File: src/pkg/wst_pkg.sv
// Purpose: Constants for the sleep timer control block.
// Assumes: Registers sit at their byte offsets on the internal port.
// Notes: Sleep duration field has no reset value on purpose.
package wst_pkg;

  // ==========================================================
  // Register offsets
  localparam logic [15:0] RC_OFFS = 16'h4000;
  localparam logic [15:0] SCR_OFFS = 16'h4004;
  localparam logic [15:0] PEND_OFFS = 16'h4008;

  // ==========================================================
  // Sleep control fields
  localparam int DUR_LSB = 0;
  localparam int DUR_W = 16;
  localparam int MODE_LSB = 16;
  localparam int TIMING_BIT = 18;
  localparam int WRPOL_BIT = 19;
  localparam int ADHOC_BIT = 20;
  localparam int STATEN_BIT = 21;
  localparam int SCR_CTL_W = 6;

  // ==========================================================
  // Reset control fields
  localparam int RC_MAC_BIT = 0;
  localparam int RC_BB_BIT = 1;
  localparam int RC_CORE_BIT = 4;

  // ==========================================================
  // Reset values and timing
  localparam logic [5:0] SCR_CTL_RST = 6'h01;
  localparam logic [1:0] RC_WARM_RST = 2'h3;
  localparam int CORE_CLR_CYC = 64;
  localparam int BLOCK_TICKS = 4096;

  typedef enum logic [1:0] {
    WST_FORCE_WAKE = 2'b00,
    WST_FORCE_SLEEP = 2'b01,
    WST_AUTO = 2'b10,
    WST_RESERVED = 2'b11
  } wst_mode_t;

endpackage : wst_pkg

File: src/verilog/wst_sleep_ctrl.sv
// Purpose: Sleep duration timer and sleep control registers.
// Assumes: Register port, tick and tbtt inputs are on core_clk_i.
// Notes: Read data is returned one cycle after reg_rd_i.
`timescale 1ns/1ps

module wst_sleep_ctrl #(
  parameter int NUM_PERF = 4,
  parameter int BLOCK_LEN = wst_pkg::BLOCK_TICKS
) (
  // Clock and reset
  input wire logic core_clk_i,
  input wire logic resetn_i,
  input wire logic warm_rst_i,
  // Register port
  input wire logic [15:0] reg_addr_i,
  input wire logic reg_wr_i,
  input wire logic [31:0] reg_wdata_i,
  input wire logic reg_rd_i,
  output logic [31:0] reg_rdata_o,
  // Sleep timing
  input wire logic sleep_tick_i,
  input wire logic tbtt_i,
  output logic sleep_en_o,
  output logic dur_expired_o,
  output logic policy_adhoc_o,
  // Statistics and interrupt line
  input wire logic [NUM_PERF-1:0] perf_msb_i,
  output logic stat_irq_o,
  input wire logic inta_active_i,
  // Resets driven out
  output logic core_warm_rst_o,
  output logic mac_warm_rst_o,
  output logic bb_warm_rst_o
);

  localparam int PW = $clog2(BLOCK_LEN);
  localparam logic [PW-1:0] PRE_LAST = PW'(BLOCK_LEN - 1);
  localparam logic [5:0] CLR_LAST = 6'(wst_pkg::CORE_CLR_CYC - 1);

  logic [15:0] dur_q;
  logic [5:0] ctl_q;
  logic [1:0] rc_q;
  logic core_q;
  logic [5:0] clr_cnt_q;
  logic [15:0] cnt_q;
  logic [PW-1:0] pre_q;
  logic pend_q;
  logic sleep_q;
  logic [NUM_PERF-1:0] msb_q;
  logic stat_q;
  logic [31:0] rdata_q;
  logic scr_wr;
  logic rc_wr;
  logic scr_warm;
  logic expired;
  logic awake;
  logic tbtt_load;
  logic block_end;
  wst_pkg::wst_mode_t mode;

  assign scr_wr = reg_wr_i && (reg_addr_i == wst_pkg::SCR_OFFS);
  assign rc_wr = reg_wr_i && (reg_addr_i == wst_pkg::RC_OFFS);
  assign scr_warm = warm_rst_i && core_q;
  assign mode = wst_pkg::wst_mode_t'(ctl_q[1:0]);
  assign expired = (cnt_q == 16'h0000);
  assign awake = !sleep_q;
  assign block_end = sleep_tick_i && (pre_q == PRE_LAST);
  assign tbtt_load = tbtt_i && awake &&
                     (!ctl_q[wst_pkg::TIMING_BIT - 16] || expired);

  // ==========================================================
  // Sleep control register
  // Duration deliberately skips reset; software must load it
  always_ff @(posedge core_clk_i) begin
    if (scr_wr) begin
      dur_q <= reg_wdata_i[15:0];
    end
  end

  always_ff @(posedge core_clk_i) begin
    if (!resetn_i || scr_warm) begin
      ctl_q <= wst_pkg::SCR_CTL_RST;
    end else if (scr_wr) begin
      ctl_q <= reg_wdata_i[21:16];
    end
  end

  // ==========================================================
  // Reset control register
  always_ff @(posedge core_clk_i) begin
    if (!resetn_i || warm_rst_i) begin
      rc_q <= wst_pkg::RC_WARM_RST;
    end else if (rc_wr) begin
      rc_q <= {reg_wdata_i[wst_pkg::RC_BB_BIT],
               reg_wdata_i[wst_pkg::RC_MAC_BIT]};
    end
  end

  // Auto-clear wins over a repeated write while counting
  always_ff @(posedge core_clk_i) begin
    if (!resetn_i) begin
      core_q <= 1'b0;
      clr_cnt_q <= 6'h00;
    end else if (core_q) begin
      clr_cnt_q <= clr_cnt_q + 6'h01;
      if (clr_cnt_q == CLR_LAST) begin
        core_q <= 1'b0;
        clr_cnt_q <= 6'h00;
      end
    end else if (rc_wr && reg_wdata_i[wst_pkg::RC_CORE_BIT]) begin
      core_q <= 1'b1;
    end
  end

  // ==========================================================
  // Sleep counter
  always_ff @(posedge core_clk_i) begin
    if (!resetn_i) begin
      cnt_q <= 16'h0000;
      pre_q <= '0;
    end else if (scr_wr) begin
      pre_q <= '0;
      if (reg_wdata_i[wst_pkg::WRPOL_BIT]) begin
        cnt_q <= 16'h0000;
      end else begin
        cnt_q <= reg_wdata_i[15:0];
      end
    end else if (tbtt_load) begin
      pre_q <= '0;
      cnt_q <= dur_q;
    end else if (sleep_tick_i && !expired) begin
      pre_q <= (pre_q == PRE_LAST) ? '0 : pre_q + PW'(1);
      if (block_end) begin
        cnt_q <= cnt_q - 16'h0001;
      end
    end
  end

  // Reserved mode code keeps the chip awake, the safe side
  always_ff @(posedge core_clk_i) begin
    if (!resetn_i) begin
      sleep_q <= 1'b1;
    end else begin
      unique case (mode)
        wst_pkg::WST_FORCE_WAKE: sleep_q <= 1'b0;
        wst_pkg::WST_FORCE_SLEEP: sleep_q <= 1'b1;
        wst_pkg::WST_AUTO: sleep_q <= !expired;
        wst_pkg::WST_RESERVED: sleep_q <= 1'b0;
      endcase
    end
  end

  // ==========================================================
  // Statistics interrupt and pending mirror
  always_ff @(posedge core_clk_i) begin
    if (!resetn_i) begin
      msb_q <= '0;
      stat_q <= 1'b0;
    end else begin
      msb_q <= perf_msb_i;
      stat_q <= ctl_q[wst_pkg::STATEN_BIT - 16] &&
                (|(perf_msb_i & ~msb_q));
    end
  end

  // Line release follows the status reads elsewhere; bit only mirrors
  always_ff @(posedge core_clk_i) begin
    if (!resetn_i || warm_rst_i) begin
      pend_q <= 1'b0;
    end else begin
      pend_q <= inta_active_i;
    end
  end

  // ==========================================================
  // Read data
  always_ff @(posedge core_clk_i) begin
    if (!resetn_i) begin
      rdata_q <= 32'h0000_0000;
    end else if (reg_rd_i) begin
      unique case (reg_addr_i)
        wst_pkg::RC_OFFS: rdata_q <= {27'h000_0000, core_q, 2'b00, rc_q};
        wst_pkg::SCR_OFFS: rdata_q <= {10'h000, ctl_q, dur_q};
        wst_pkg::PEND_OFFS: rdata_q <= {31'h0000_0000, pend_q};
        default: rdata_q <= 32'h0000_0000;
      endcase
    end
  end

  assign reg_rdata_o = rdata_q;
  assign sleep_en_o = sleep_q;
  assign dur_expired_o = expired;
  assign policy_adhoc_o = ctl_q[wst_pkg::ADHOC_BIT - 16];
  assign stat_irq_o = stat_q;
  assign core_warm_rst_o = core_q;
  assign mac_warm_rst_o = rc_q[0];
  assign bb_warm_rst_o = rc_q[1];
endmodule : wst_sleep_ctrl

File: config.mk
export PLATFORM = sky130hd
export DESIGN_NAME = wst_sleep_ctrl
export DESIGN_NICKNAME = d
export VERILOG_FILES = /design/src/pkg/wst_pkg.sv /design/src/verilog/wst_sleep_ctrl.sv
export SDC_FILE = /design/constraint.sdc
export NUM_CORES = 1
export LEC_CHECK = 0
export ABC_AREA = 1
export BUFFER_PORTS_ARGS = -buffer_cell sky130_fd_sc_hd__buf_2
export CELL_PAD_IN_SITES_DETAIL_PLACEMENT = 2
export CELL_PAD_IN_SITES_GLOBAL_PLACEMENT = 2
export CORE_MARGIN = 5
export CORE_UTILIZATION = 30
export CTS_BUF_LIST = sky130_fd_sc_hd__clkbuf_16
export DETAILED_ROUTE_END_ITERATION = 8
export PLACE_DENSITY = 0.83
export RECOVER_POWER = 50
export SYNTH_ARGS = -nofsm -noshare
export SYNTH_HDL_FRONTEND = slang
export SYNTH_SLANG_ARGS = --single-unit
File: constraint.sdc
create_clock -name core_clk_i -period 2.09 [get_ports core_clk_i]
set_input_delay 0.3135 -clock core_clk_i [delete_from_list [all_inputs] [get_ports core_clk_i]]
set_output_delay 0.3135 -clock core_clk_i [all_outputs]
set_load 0.005 [all_outputs]
After elaboration in Yosys (flattened, before gate mapping)
Index checks and enable logic that the tools add are counted.
- register bits after elaboration: 98
- bits of input ports: 60
- output and inout bits: 39
- $add $sub $neg: 3
- eq/ne operators: 8
- muxes and demuxes: 12
- bitwise gates (word level): 3
- reduce and logical (&&, ||, !) cells: 24
- operator list (cell ; count):
    two-way mux 16 bit ; 5
    case mux 22 bit (3 select lines) ; 1
    == test 16 x 15 -> 1 bit (second input constant) ; 3
    zero test 16 bit ; 1
    subtractor 16 x 1 -> 16 bit (second input constant) ; 1
    adder 12 x 1 -> 12 bit (second input constant) ; 1
    == test 12 bit (second input constant) ; 1
    two-way mux 12 bit ; 1
    logical AND 1 bit ; 9
    adder 6 x 1 -> 6 bit (second input constant) ; 1
    == test 6 bit (second input constant) ; 1
    two-way mux 6 bit ; 1
    nonzero test 3 bit ; 2
    AND 4 bit ; 1
    == test 2 bit (second input constant) ; 2
    zero test 1 bit ; 4
    inverter 4 bit ; 1
    OR reduction 4 bit ; 1
    logical OR 1 bit ; 3
    two-way mux 1 bit ; 3
    case mux 1 bit (3 select lines) ; 1
    OR reduction 3 bit ; 1
    == test 2 x 1 -> 1 bit (second input constant) ; 1
    zero test 2 bit ; 1
    other kinds (3) ; 3

Depth between registers and ports, before layout
Gate-level depths: netlist of the first run.
- depth in word-level cells: 6
- depth in mapped cells: 13
- mapped depth without buffers: 12

Worst setup path after synthesis of the first run
OpenSTA, ideal clock, no wires.
- path type: input -> register
- start: in reg_addr_i[1]
- end: reg dur_q[0], enable pin
- arrival time: 1401 ps
- path slack: 326 ps
- cell stages on the path: 6
- path buffers: 1
- path through: nor2_1 > inv_1 > nor2_1 > nand4_1 > buf_2 > inv_1
- word-level cells in the longest chain between the ends: 2
- ends and longest elaborated chain (item ; line ; text):
    start, declared ; wst_sleep_ctrl.sv:15 ; input wire logic [15:0] reg_addr_i,
    == test 16 x 15 -> 1 bit ; wst_sleep_ctrl.sv:61 ; assign scr_wr = reg_wr_i && (reg_addr_i == wst_pkg::SCR_OFFS);
    logical AND 1 bit ; wst_sleep_ctrl.sv:61 ;
    via scr_wr ; wst_sleep_ctrl.sv:52 ; logic scr_wr;
    end signal, assigned ; wst_sleep_ctrl.sv:76 ; dur_q <= reg_wdata_i[15:0];
    end, declared ; wst_sleep_ctrl.sv:40 ; logic [15:0] dur_q;
The timed path passes the listed nets, and every way through them passes these cells.
A chain may end at the register's enable or synchronous reset.

Final worst setup path of the first run
- start: reg pre_q[0]
- end: reg cnt_q[0]
- word-level cells in the longest chain between the ends: 4
- ends and longest elaborated chain (item ; line ; text):
    start, declared ; wst_sleep_ctrl.sv:46 ; logic [PW-1:0] pre_q;
    start signal, assigned ; wst_sleep_ctrl.sv:132 ; pre_q <= (pre_q == PRE_LAST) ? '0 : pre_q + PW'(1);
    == test 12 bit ; wst_sleep_ctrl.sv:67 ; assign block_end = sleep_tick_i && (pre_q == PRE_LAST);
    logical AND 1 bit ; wst_sleep_ctrl.sv:67 ;
    nonzero test 3 bit (no line) ; n/a ;
    AND reduction 2 bit (no line) ; n/a ;
    end signal, assigned ; wst_sleep_ctrl.sv:126 ; cnt_q <= reg_wdata_i[15:0];
    end signal, assigned ; wst_sleep_ctrl.sv:130 ; cnt_q <= dur_q;
    end signal, assigned ; wst_sleep_ctrl.sv:134 ; cnt_q <= cnt_q - 16'h0001;
    end, declared ; wst_sleep_ctrl.sv:45 ; logic [15:0] cnt_q;
No other way between the ends.

==> results.toml, run 1 <==
[global_route]
antenna_found_initial = 0
grt_pass1_wl_mm = 26.8
grt_overflow = 0
grt_use_total_pct = 18.8
first_global_vias = 5307
grt_max_degree = 28

[finish]
postLayoutCellArea_sq_mm = 0.00552
fin_nets = 818
stdcell_count = 946
area_delta_synth_final_pct = 20.0
diodes = 0
most-common-layout-cells = "170 x nand2_1, 103 x nor2_1, 72 x dfxtp_1"
layout_commonest_cell = "nand2_1"
final_core_util_pct = 36.5
layout-drive-gt1-share_pct = 14.0

[floorplanning]
pin_count = 99
start_util_pct = 30.4
dieHeight_microns = 134
core_sq_mm = 0.0151
rows = 45
dieWidth_microns = 134
die-area_sq_mm = 0.0179

[timing]
slew_viol_final = 0
min_period_ns = 1.96
setup_viol = 0
rsz0062_at_grt = "no"
worst_pin_slew_ns = 0.901
clock_skew_ns = 0.0108
hold-worst-slack_ns = 0.171
post-route-period-util_pct = 93.7
finalHoldViolCount = 0
fmax_mhz = 511
maxSlewHeadroom_pct = 39.9
finalWorstSetupSlack_ns = 0.132

[power_and_ir_drop]
irDropWorstVdd_mv = 0.323
switchingPower_uw = 800
switching_share_pct = 23.7
clkPwrFrac_pct = 44.4
p_int_uw = 2570
cellPowerDensity_mw_per_mm2 = 611
leakagePower_uw = 0.00249
pwr-share-seq_pct = 51.3
power_frac_comb_pct = 4.3

[synthesis]
seq_area_frac_synth_pct = 41.8
synth_largest_area_cell = "dfxtp_1"
yosysUniqueCellTypes = 39
synth_warnings = 0
netlist_top_cells_area = "dfxtp_1 31%, nand2_1 14%, edfxtp_1 10%, nor2_1 8.6%, nand3_1 6.5%"
netlist_area_sq_mm = 0.00460
syn_inst = 660
synth_area_per_cell_sq_um = 6.97
yosys_register_bits = 88
synth_top_area_share_pct = 31.3

[min_path]
hold_class = "in -> reg"
hp-start = "warm_rst_i"
min_path_cells = 2
whs_endpoint = "pend_q"

[critical_path]
cp_data_arrival_time_ns = 2.24
slowest_delay_ns = 0.42
path_class = "reg -> reg"
required_ns = 2.37
reg2reg_depth = 10
crit_top_cell = "nor2_1"
cp_max_fo = 9
critPathSlowestCell = "dfxtp_1"
r2r-start = "pre_q[0]"
rrSetupSlack_ns = 0.13
r2r_end = "cnt_q[0]"
cp-end-kind = "register"
critPathLaunchType = "register"
cp_cell_sequence = "ha_1 > nand2_1 > nor2_1 > nand3_1 > nor2_1 > nand3_4 > nand3_4 > buf_4 > o21ai_1 > nor2_1"

[placed_design]
dp_cells = 924
gp_congestion = 0.808
placed_area_sq_mm = 0.00523
hpwl_mm = 12.7
place_ws_ns = -0.0455
portBuffers = 78

[outcome]
status = "finished, final reports clean"

[drt]
vias = 4734
drcViolationCount = 0
vias_per_cell = 5.00
wl_per_cell_microns = 17.8
firstDrtPassIters = 4
first_iter_violations = 126
ant_nets = 0
postRouteWirelength_mm = 16.9

[cts]
tritoncts = "built"
cts_hold_buf = 0
cts_buffers = 9
clockBufferDepth = 2
clock_latency_ns = 0.34
cts-root-buf = "clkbuf_16"
clkTransAtPathRegs_ns = 0.07
htreeDepth = 3
clock-sinks = 88

[run]
drv_cap = 0
metrics by stage:
stage	TNS [ns]	power [uW]
after floorplan	0	1840
after global placement	0	1910
after detailed placement	-0.0733	1920
after CTS	0	3410
after global routing	0	3510
final	0	3370
layer usage:
metal  part of all wire (%)  routed length (microns)  global-route usage (%)  vias to the layer above
met2                     51                     8660                    33.9                       91
met4                    2.0                      344                    6.51                        0
li1                       -                        -                       -                     2288
met1                     44                     7400                    22.7                     2324
met5                      0                        0                       0                        -
met3                    2.7                      459                    2.78                       31
flip-flops by register name, indices dropped and copies added, names as in the netlist:
signal,count
cnt_q,16
rc_q,2
core_warm_rst_o,1
reg_rdata_o,22
sleep_en_o,1
clr_cnt_q,6
msb_q,4
dur_q,16
pend_q,1
stat_irq_o,1
pre_q,12
ctl_q,6
cell families after synthesis:
group / Yosys count / synth area share (%)
and+or+nand+nor: 383 / 36.5
buffers and inverters: 101 / 9.90
DFF: 88 / 41.8
AOI/OAI and AO/OA: 71 / 8.29
xor gates and xnor gates: 11 / 2.09
adders and majority gates: 5 / 1.36
other: 1 / 0.0815
cell usage after synthesis, drive strengths merged:
cell,count
nand2,177
nor2,112
dfxtp,72
inv,71
nand3,63
a21oi,44
buf,24
o21ai,19
edfxtp,16
nand4,16
nor3,9
xor2,7
clkbuf,6
ha,5
a211oi,4
xnor2,4
nand3b,2
or2,2
a21boi,1
a221oi,1
conb,1
nor3b,1
nor4,1
o221ai,1
o22ai,1
layout make-up:
type / count / area [sq um]
fillers: 1828 / 9620
multi-input cells: 483 / 2310
flip-flops and latches: 88 / 1920
repair buffers: 100 / 524
inverters: 71 / 267
well taps: 188 / 235
clock buffers: 9 / 225
clock inverters: 7 / 37.5
critical path: cells and delay by family, from the launching register on:
family / cells / cell delay [ns]
compound gates: 1 / 0.05
flops: 1 / 0.42
buf+inv: 1 / 0.16
fa+ha+maj: 1 / 0.21
simple gates: 7 / 1.05
power groups by stage:
stage               Clock, uW  Combinational (uW)  Sequential (uW)
floorplan                   0                71.2             1770
global placement            0                 139             1770
detailed placement          0                 151             1770
CTS                      1530                 152             1730
global route             1620                 161             1730
finish                   1500                 146             1730
worst max path at each step:
stage	start	endpoint	slack [ns]	cells past startpoint
after floorplan	reg_addr_i[1]	dur_q[0]	0.33	6
after global placement	cnt_q[0]	cnt_q[12]	0.08	10
after detailed placement	cnt_q[0]	cnt_q[12]	-0.05	10
after CTS	cnt_q[0]	cnt_q[6]	0.005	10
after global routing	pre_q[0]	cnt_q[6]	0.02	10
final	pre_q[0]	cnt_q[0]	0.13	10
what timing repair did:
action | CTS | global route
resized for setup | 1 | 5
pin swaps | 1 | 4
setup buffers | 0 | 3
setup endpoints to repair | 14 | 21
gates cloned | 1 | 2
Note: power is estimated with default switching activity, not from simulation.
==> inputs of run 2 (changes only) <==
--- a/config.mk
+++ b/config.mk
@@ -15,6 +15,7 @@
 export DETAILED_ROUTE_END_ITERATION = 8
 export PLACE_DENSITY = 0.83
 export RECOVER_POWER = 50
+export REMOVE_ABC_BUFFERS = 1
 export SYNTH_ARGS = -nofsm -noshare
 export SYNTH_HDL_FRONTEND = slang
 export SYNTH_SLANG_ARGS = --single-unit
==> run 2 against run 1 <==
Against the previous run: register-to-register slack about the same; largest power group unchanged; clock skew down 0.0054 ns; final cell count down 0.21%; combinational power about the same; critical path type unchanged; global-route usage down 0.32 points; utilization unchanged; non-clock buffer count up 1; sequential power about the same; via count down 1.5%.
==> results.toml, run 2 (synthesized netlist as in run 1, its figures left out) <==
[power_and_ir_drop]
cellPowerDensity_mw_per_mm2 = 641
irDropWorstVdd_mv = 0.405
leakagePower_uw = 0.00246

[drt]
drcViolationCount = 0
ant_nets = 0
postRouteWirelength_mm = 16.3
vias = 4664
vias_per_cell = 4.94
wl_per_cell_microns = 17.3
first_iter_violations = 129
firstDrtPassIters = 4

[critical_path]
r2r-start = "cnt_q[0]"
rrSetupSlack_ns = 0.13
cp_data_arrival_time_ns = 2.24
cp_max_fo = 11
required_ns = 2.36
reg2reg_depth = 10
cp_num_buf_inv = 2
slowest_delay_ns = 0.36
critPathLaunch = "cnt_q[0]"
critical_path.top_delay_family = "simple AND/OR/NAND/NOR gates"
cp_cell_sequence = "inv_1 > ha_2 > nand2_1 > nor2_2 > nand2_4 > nand2_8 > nand2_4 > buf_4 > nand3_2 > a21oi_1"
critPathLaunchType = "register"
critPathSlowestCell = "dfxtp_1"
crit_cells = 10
cp-end-kind = "register"
endpoint = "pre_q[11]"
r2r_end = "pre_q[11]"
crit_top_cell = "nand2_4"
path_class = "reg -> reg"

[placed_design]
hpwl_mm = 12.3
portBuffers = 78
gp_congestion = 0.797

[finish]
diodes = 0
fin_nets = 816
layout_commonest_cell = "nand2_1"
area_delta_synth_final_pct = 20.0
layout-drive-gt1-share_pct = 13.1
most-common-layout-cells = "170 x nand2_1, 105 x nor2_1, 72 x dfxtp_1"
largest_reg_flops = 22

[min_path]
hold_class = "in -> reg"

[timing]
slew_viol_final = 0
fmax_mhz = 509
rsz0062_at_grt = "no"
min_period_ns = 1.96
hold-worst-slack_ns = 0.159
clock_skew_ns = 0.00537
setup_viol = 0
setup_tns_ns = 0
worst_pin_slew_ns = 0.801
finalHoldViolCount = 0
maxSlewHeadroom_pct = 46.6
post-route-period-util_pct = 94.0

[cts]
cts_buffers = 9
clock-sinks = 88
cts_hold_buf = 0
cts-root-buf = "clkbuf_16"
htreeDepth = 3
clock_latency_ns = 0.35
clkTransAtPathRegs_ns = 0.07
clockBufferDepth = 2
tritoncts = "built"

[global_route]
grt_max_degree = 28
antenna_found_initial = 0
grt_pass1_wl_mm = 26.5
grt_overflow = 0
grt_use_total_pct = 18.4
first_global_vias = 5183

[floorplanning]
start_util_pct = 30.4
rows = 45
core_sq_mm = 0.0151
pin_count = 99
dieWidth_microns = 134
dieHeight_microns = 134
die-area_sq_mm = 0.0179

[run]
drv_cap = 0

[outcome]
status = "finished, final reports clean"
==> run 2: cell count changes in the layout (fill, tap and decap cells not counted), moves of 2 or more <==
cell	change
buf_2	-3
buf_4	+3
clkbuf_1	+2
clkbuf_16	+2
clkinv_4	+2
inv_4	-2
nand3_2	-2
nor2_1	+2
nor2_2	-2
==> run 2: worst register-to-register path: stages, from the launching register on <==
cell and delay (ns):
dfxtp_1 0.36, inv_1 0.11, ha_2 0.23, nand2_1 0.08
nor2_2 0.05, nand2_4 0.15, nand2_8 0.11, nand2_4 0.10
buf_4 0.19, nand3_2 0.26, a21oi_1 0.24
==> run 2: per-stage QoR <==
step	util (%)	power [uW]	setup WS [ns]	area, sq um	std cells
3_3_place_gp	34.7	1900	0.273	5260	927
3_5_place_dp	34.7	1920	0.124	5260	927
6_report	36.5	3540	0.125	5520	944
4_1_cts	36.8	3600	0.0232	5570	943
5_1_grt	36.5	3670	0.00386	5520	944
2_1_floorplan	-	1810	0.213	4450	639
==> run 2: worst min path at each step <==
stage,startpoint,endpoint,cells after the start
global route,perf_msb_i[1],msb_q[1],3
finish,perf_msb_i[1],msb_q[1],3
detailed placement,reg_rdata_o[17],reg_rdata_o[17],2
CTS,reg_wdata_i[11],dur_q[11],1
global placement,reg_rdata_o[16],reg_rdata_o[16],2
floorplan,warm_rst_i,pend_q,1
==> run 2: layout make-up <==
type	instances	area, sq um
fill	1844	9620
multi-input combinational	480	2260
sequential	88	1920
timing repair buffer	101	534
clock buffer	11	275
inverter	71	267
tap	188	235
clock inverter	5	28.8
==> run 2: what timing repair did <==
item / 4_1_cts / 5_1_grt
gates resized for setup: 0 / 1
endpoints found under the setup margin: 0 / 12
buffers inserted: 0 / 1
endpoints found under the hold margin: 0 / 0
==> run 2: power by group <==
| group | internal (uW) | switching, uW |
|---|---|---|
| Clock | 944 | 725 |
| Sequential | 1730 | 1.39 |
| Combinational | 45.8 | 97.1 |
==> run 2: routing by layer <==
metal / GRT usage (%) / part of all wire [%]
met4: 3.89 / 1.0
met1: 20.3 / 42
met5: 0 / 0
met2: 35.6 / 54
met3: 4.61 / 3.6
==> inputs of run 3 (changes only) <==
--- a/config.mk
+++ b/config.mk
@@ -9,10 +9,10 @@
 export BUFFER_PORTS_ARGS = -buffer_cell sky130_fd_sc_hd__buf_2
 export CELL_PAD_IN_SITES_DETAIL_PLACEMENT = 2
 export CELL_PAD_IN_SITES_GLOBAL_PLACEMENT = 2
-export CORE_MARGIN = 5
 export CORE_UTILIZATION = 30
 export CTS_BUF_LIST = sky130_fd_sc_hd__clkbuf_16
 export DETAILED_ROUTE_END_ITERATION = 8
+export MAX_ROUTING_LAYER = met4
 export PLACE_DENSITY = 0.83
 export RECOVER_POWER = 50
 export REMOVE_ABC_BUFFERS = 1
==> run 3 against run 2 <==
Against the previous run: largest cell class unchanged; worst hold slack worse by 0.014 ns; via count up 1.2%; final cell count down 0.64%; first-iteration DRC count unchanged; critical path type unchanged; register-to-register slack better by 0.06 ns; count of clock-buffer cells in the layout down 2; non-clock buffer count down 2; critical endpoint is now cnt_q[0]; sequential power about the same; utilization up 0.95 points; routed wire length down 3.0%; fmax up 3.4%; critical path depth up 3.
==> results.toml, run 3 (synthesized netlist as in run 1, its figures left out) <==
[outcome]
status = "finished, final reports clean"

[finish]
multi_input_area_sq_mm = 0.00228
diodes = 0
most-common-layout-cells = "169 x nand2_1, 104 x nor2_1, 71 x dfxtp_1"
layout_commonest_cell = "nand2_1"
layout-drive-gt1-share_pct = 14.7
largest_reg_flops = 22
nFillCells = 1785
fin_nets = 814
regArea_sq_mm = 0.00192
area_delta_synth_final_pct = 20.0

[power_and_ir_drop]
cellPowerDensity_mw_per_mm2 = 649
leakagePower_uw = 0.00248
irDropWorstVdd_mv = 0.353

[cts]
clkTransAtPathRegs_ns = 0.07
cts_buffers = 9
clock_latency_ns = 0.36
post-cts-setup-buffers = 0
post_cts_resized = 0
clockBufferDepth = 2
tritoncts = "built"
cts_hold_buf = 0
clock-sinks = 88
cts-root-buf = "clkbuf_16"
htreeDepth = 3

[drt]
wl_per_cell_microns = 16.9
first_iter_violations = 129
firstDrtPassIters = 4
drcViolationCount = 0
vias = 4719
postRouteWirelength_mm = 15.8
vias_per_cell = 5.03
ant_nets = 0

[floorplanning]
core_sq_mm = 0.0148
start_util_pct = 31.2
pin_count = 99
die-area_sq_mm = 0.0158
rows = 44
dieHeight_microns = 126
dieWidth_microns = 126

[placed_design]
hpwl_mm = 12.0
gp_congestion = 0.826
portBuffers = 78

[critical_path]
required_ns = 2.39
cp_max_fo = 12
critPathLaunchType = "register"
cp-end-kind = "register"
cp_data_arrival_time_ns = 2.20
path_class = "reg -> reg"

[timing]
min_period_ns = 1.90
worst_pin_slew_ns = 0.630
post-route-period-util_pct = 90.9
setup_tns_ns = 0
rsz0062_at_grt = "no"
hold-worst-slack_ns = 0.145
maxSlewHeadroom_pct = 58.0
setup_viol = 0
slew_viol_final = 0
finalHoldViolCount = 0
clock_skew_ns = 0.00686
fmax_mhz = 526

[run]
drv_cap = 0

[global_route]
grt_use_total_pct = 21.8
grt_pass1_wl_mm = 26.4
grt_overflow = 0
first_global_vias = 5333
grt_max_degree = 28
antenna_found_initial = 0

[min_path]
hold_class = "in -> reg"
## run 3: cell count changes in the layout (fill, tap and decap cells not counted), sizes merged
cell	change
clkbuf	-10
bufinv	+1
buf	+6
inv	+4
clkinv	-3
## run 3: worst paths after layout
path,start,end,slack (ns),cells after the start
worst max-delay path,cnt_q[0],cnt_q[0],0.19,13
worst min-delay path,warm_rst_i,pend_q,0.14,2
worst max register to register,cnt_q[0],cnt_q[0],0.19,13
worst min register to register,reg_rdata_o[13],reg_rdata_o[13],0.47,2
## run 3: layer usage
metal  vias up  GRT usage (%)  part of all wire [%]
li1       2275              -                     -
met1      2333           24.3                    43
met2        84           38.9                    52
met3        27           4.25                   3.2
met4         0           7.16                   1.9
met5         -              -                     0
## run 3: per-stage QoR
step | power, uW | utilization [%] | worst slack (ns) | cell area, sq um | cells
2_1_floorplan | 1810 | - | 0.213 | 4450 | 639
3_3_place_gp | 1910 | 35.5 | 0.231 | 5240 | 922
3_5_place_dp | 1920 | 35.5 | 0.0761 | 5240 | 922
4_1_cts | 3630 | 37.5 | 0.0498 | 5540 | 938
5_1_grt | 3720 | 37.4 | 0.0146 | 5520 | 938
6_report | 3580 | 37.4 | 0.190 | 5520 | 938
## run 3: power by group
| group | internal, uW | switching, uW | leakage, uW |
|---|---|---|---|
| clock network | 943 | 764 | 0.000154 |
| registers | 1730 | 1.23 | 0.000725 |
| logic | 48.2 | 96.1 | 0.00160 |
## run 3: layout make-up
type                    count  area share, %
flip-flops and latches     88           34.8
repair buffers             99           9.45
clock inverters             7           1.38
clock buffers               9           4.08
inverters                  71           4.83
multi-input cells         480           41.3
well taps                 184           4.17
## run 3: critical path, cell delays in order (launching register included)
cell and delay [ns]:
dfxtp_1 0.32, inv_1 0.11, ha_1 0.21, nand2_1 0.08, nor2_2 0.15, nand2_4 0.14
nand2_8 0.13, nand2_4 0.08, buf_4 0.20, nand2_1 0.07, nand2_1 0.05, nor2_1 0.14
nor2_1 0.07, nor2_1 0.09
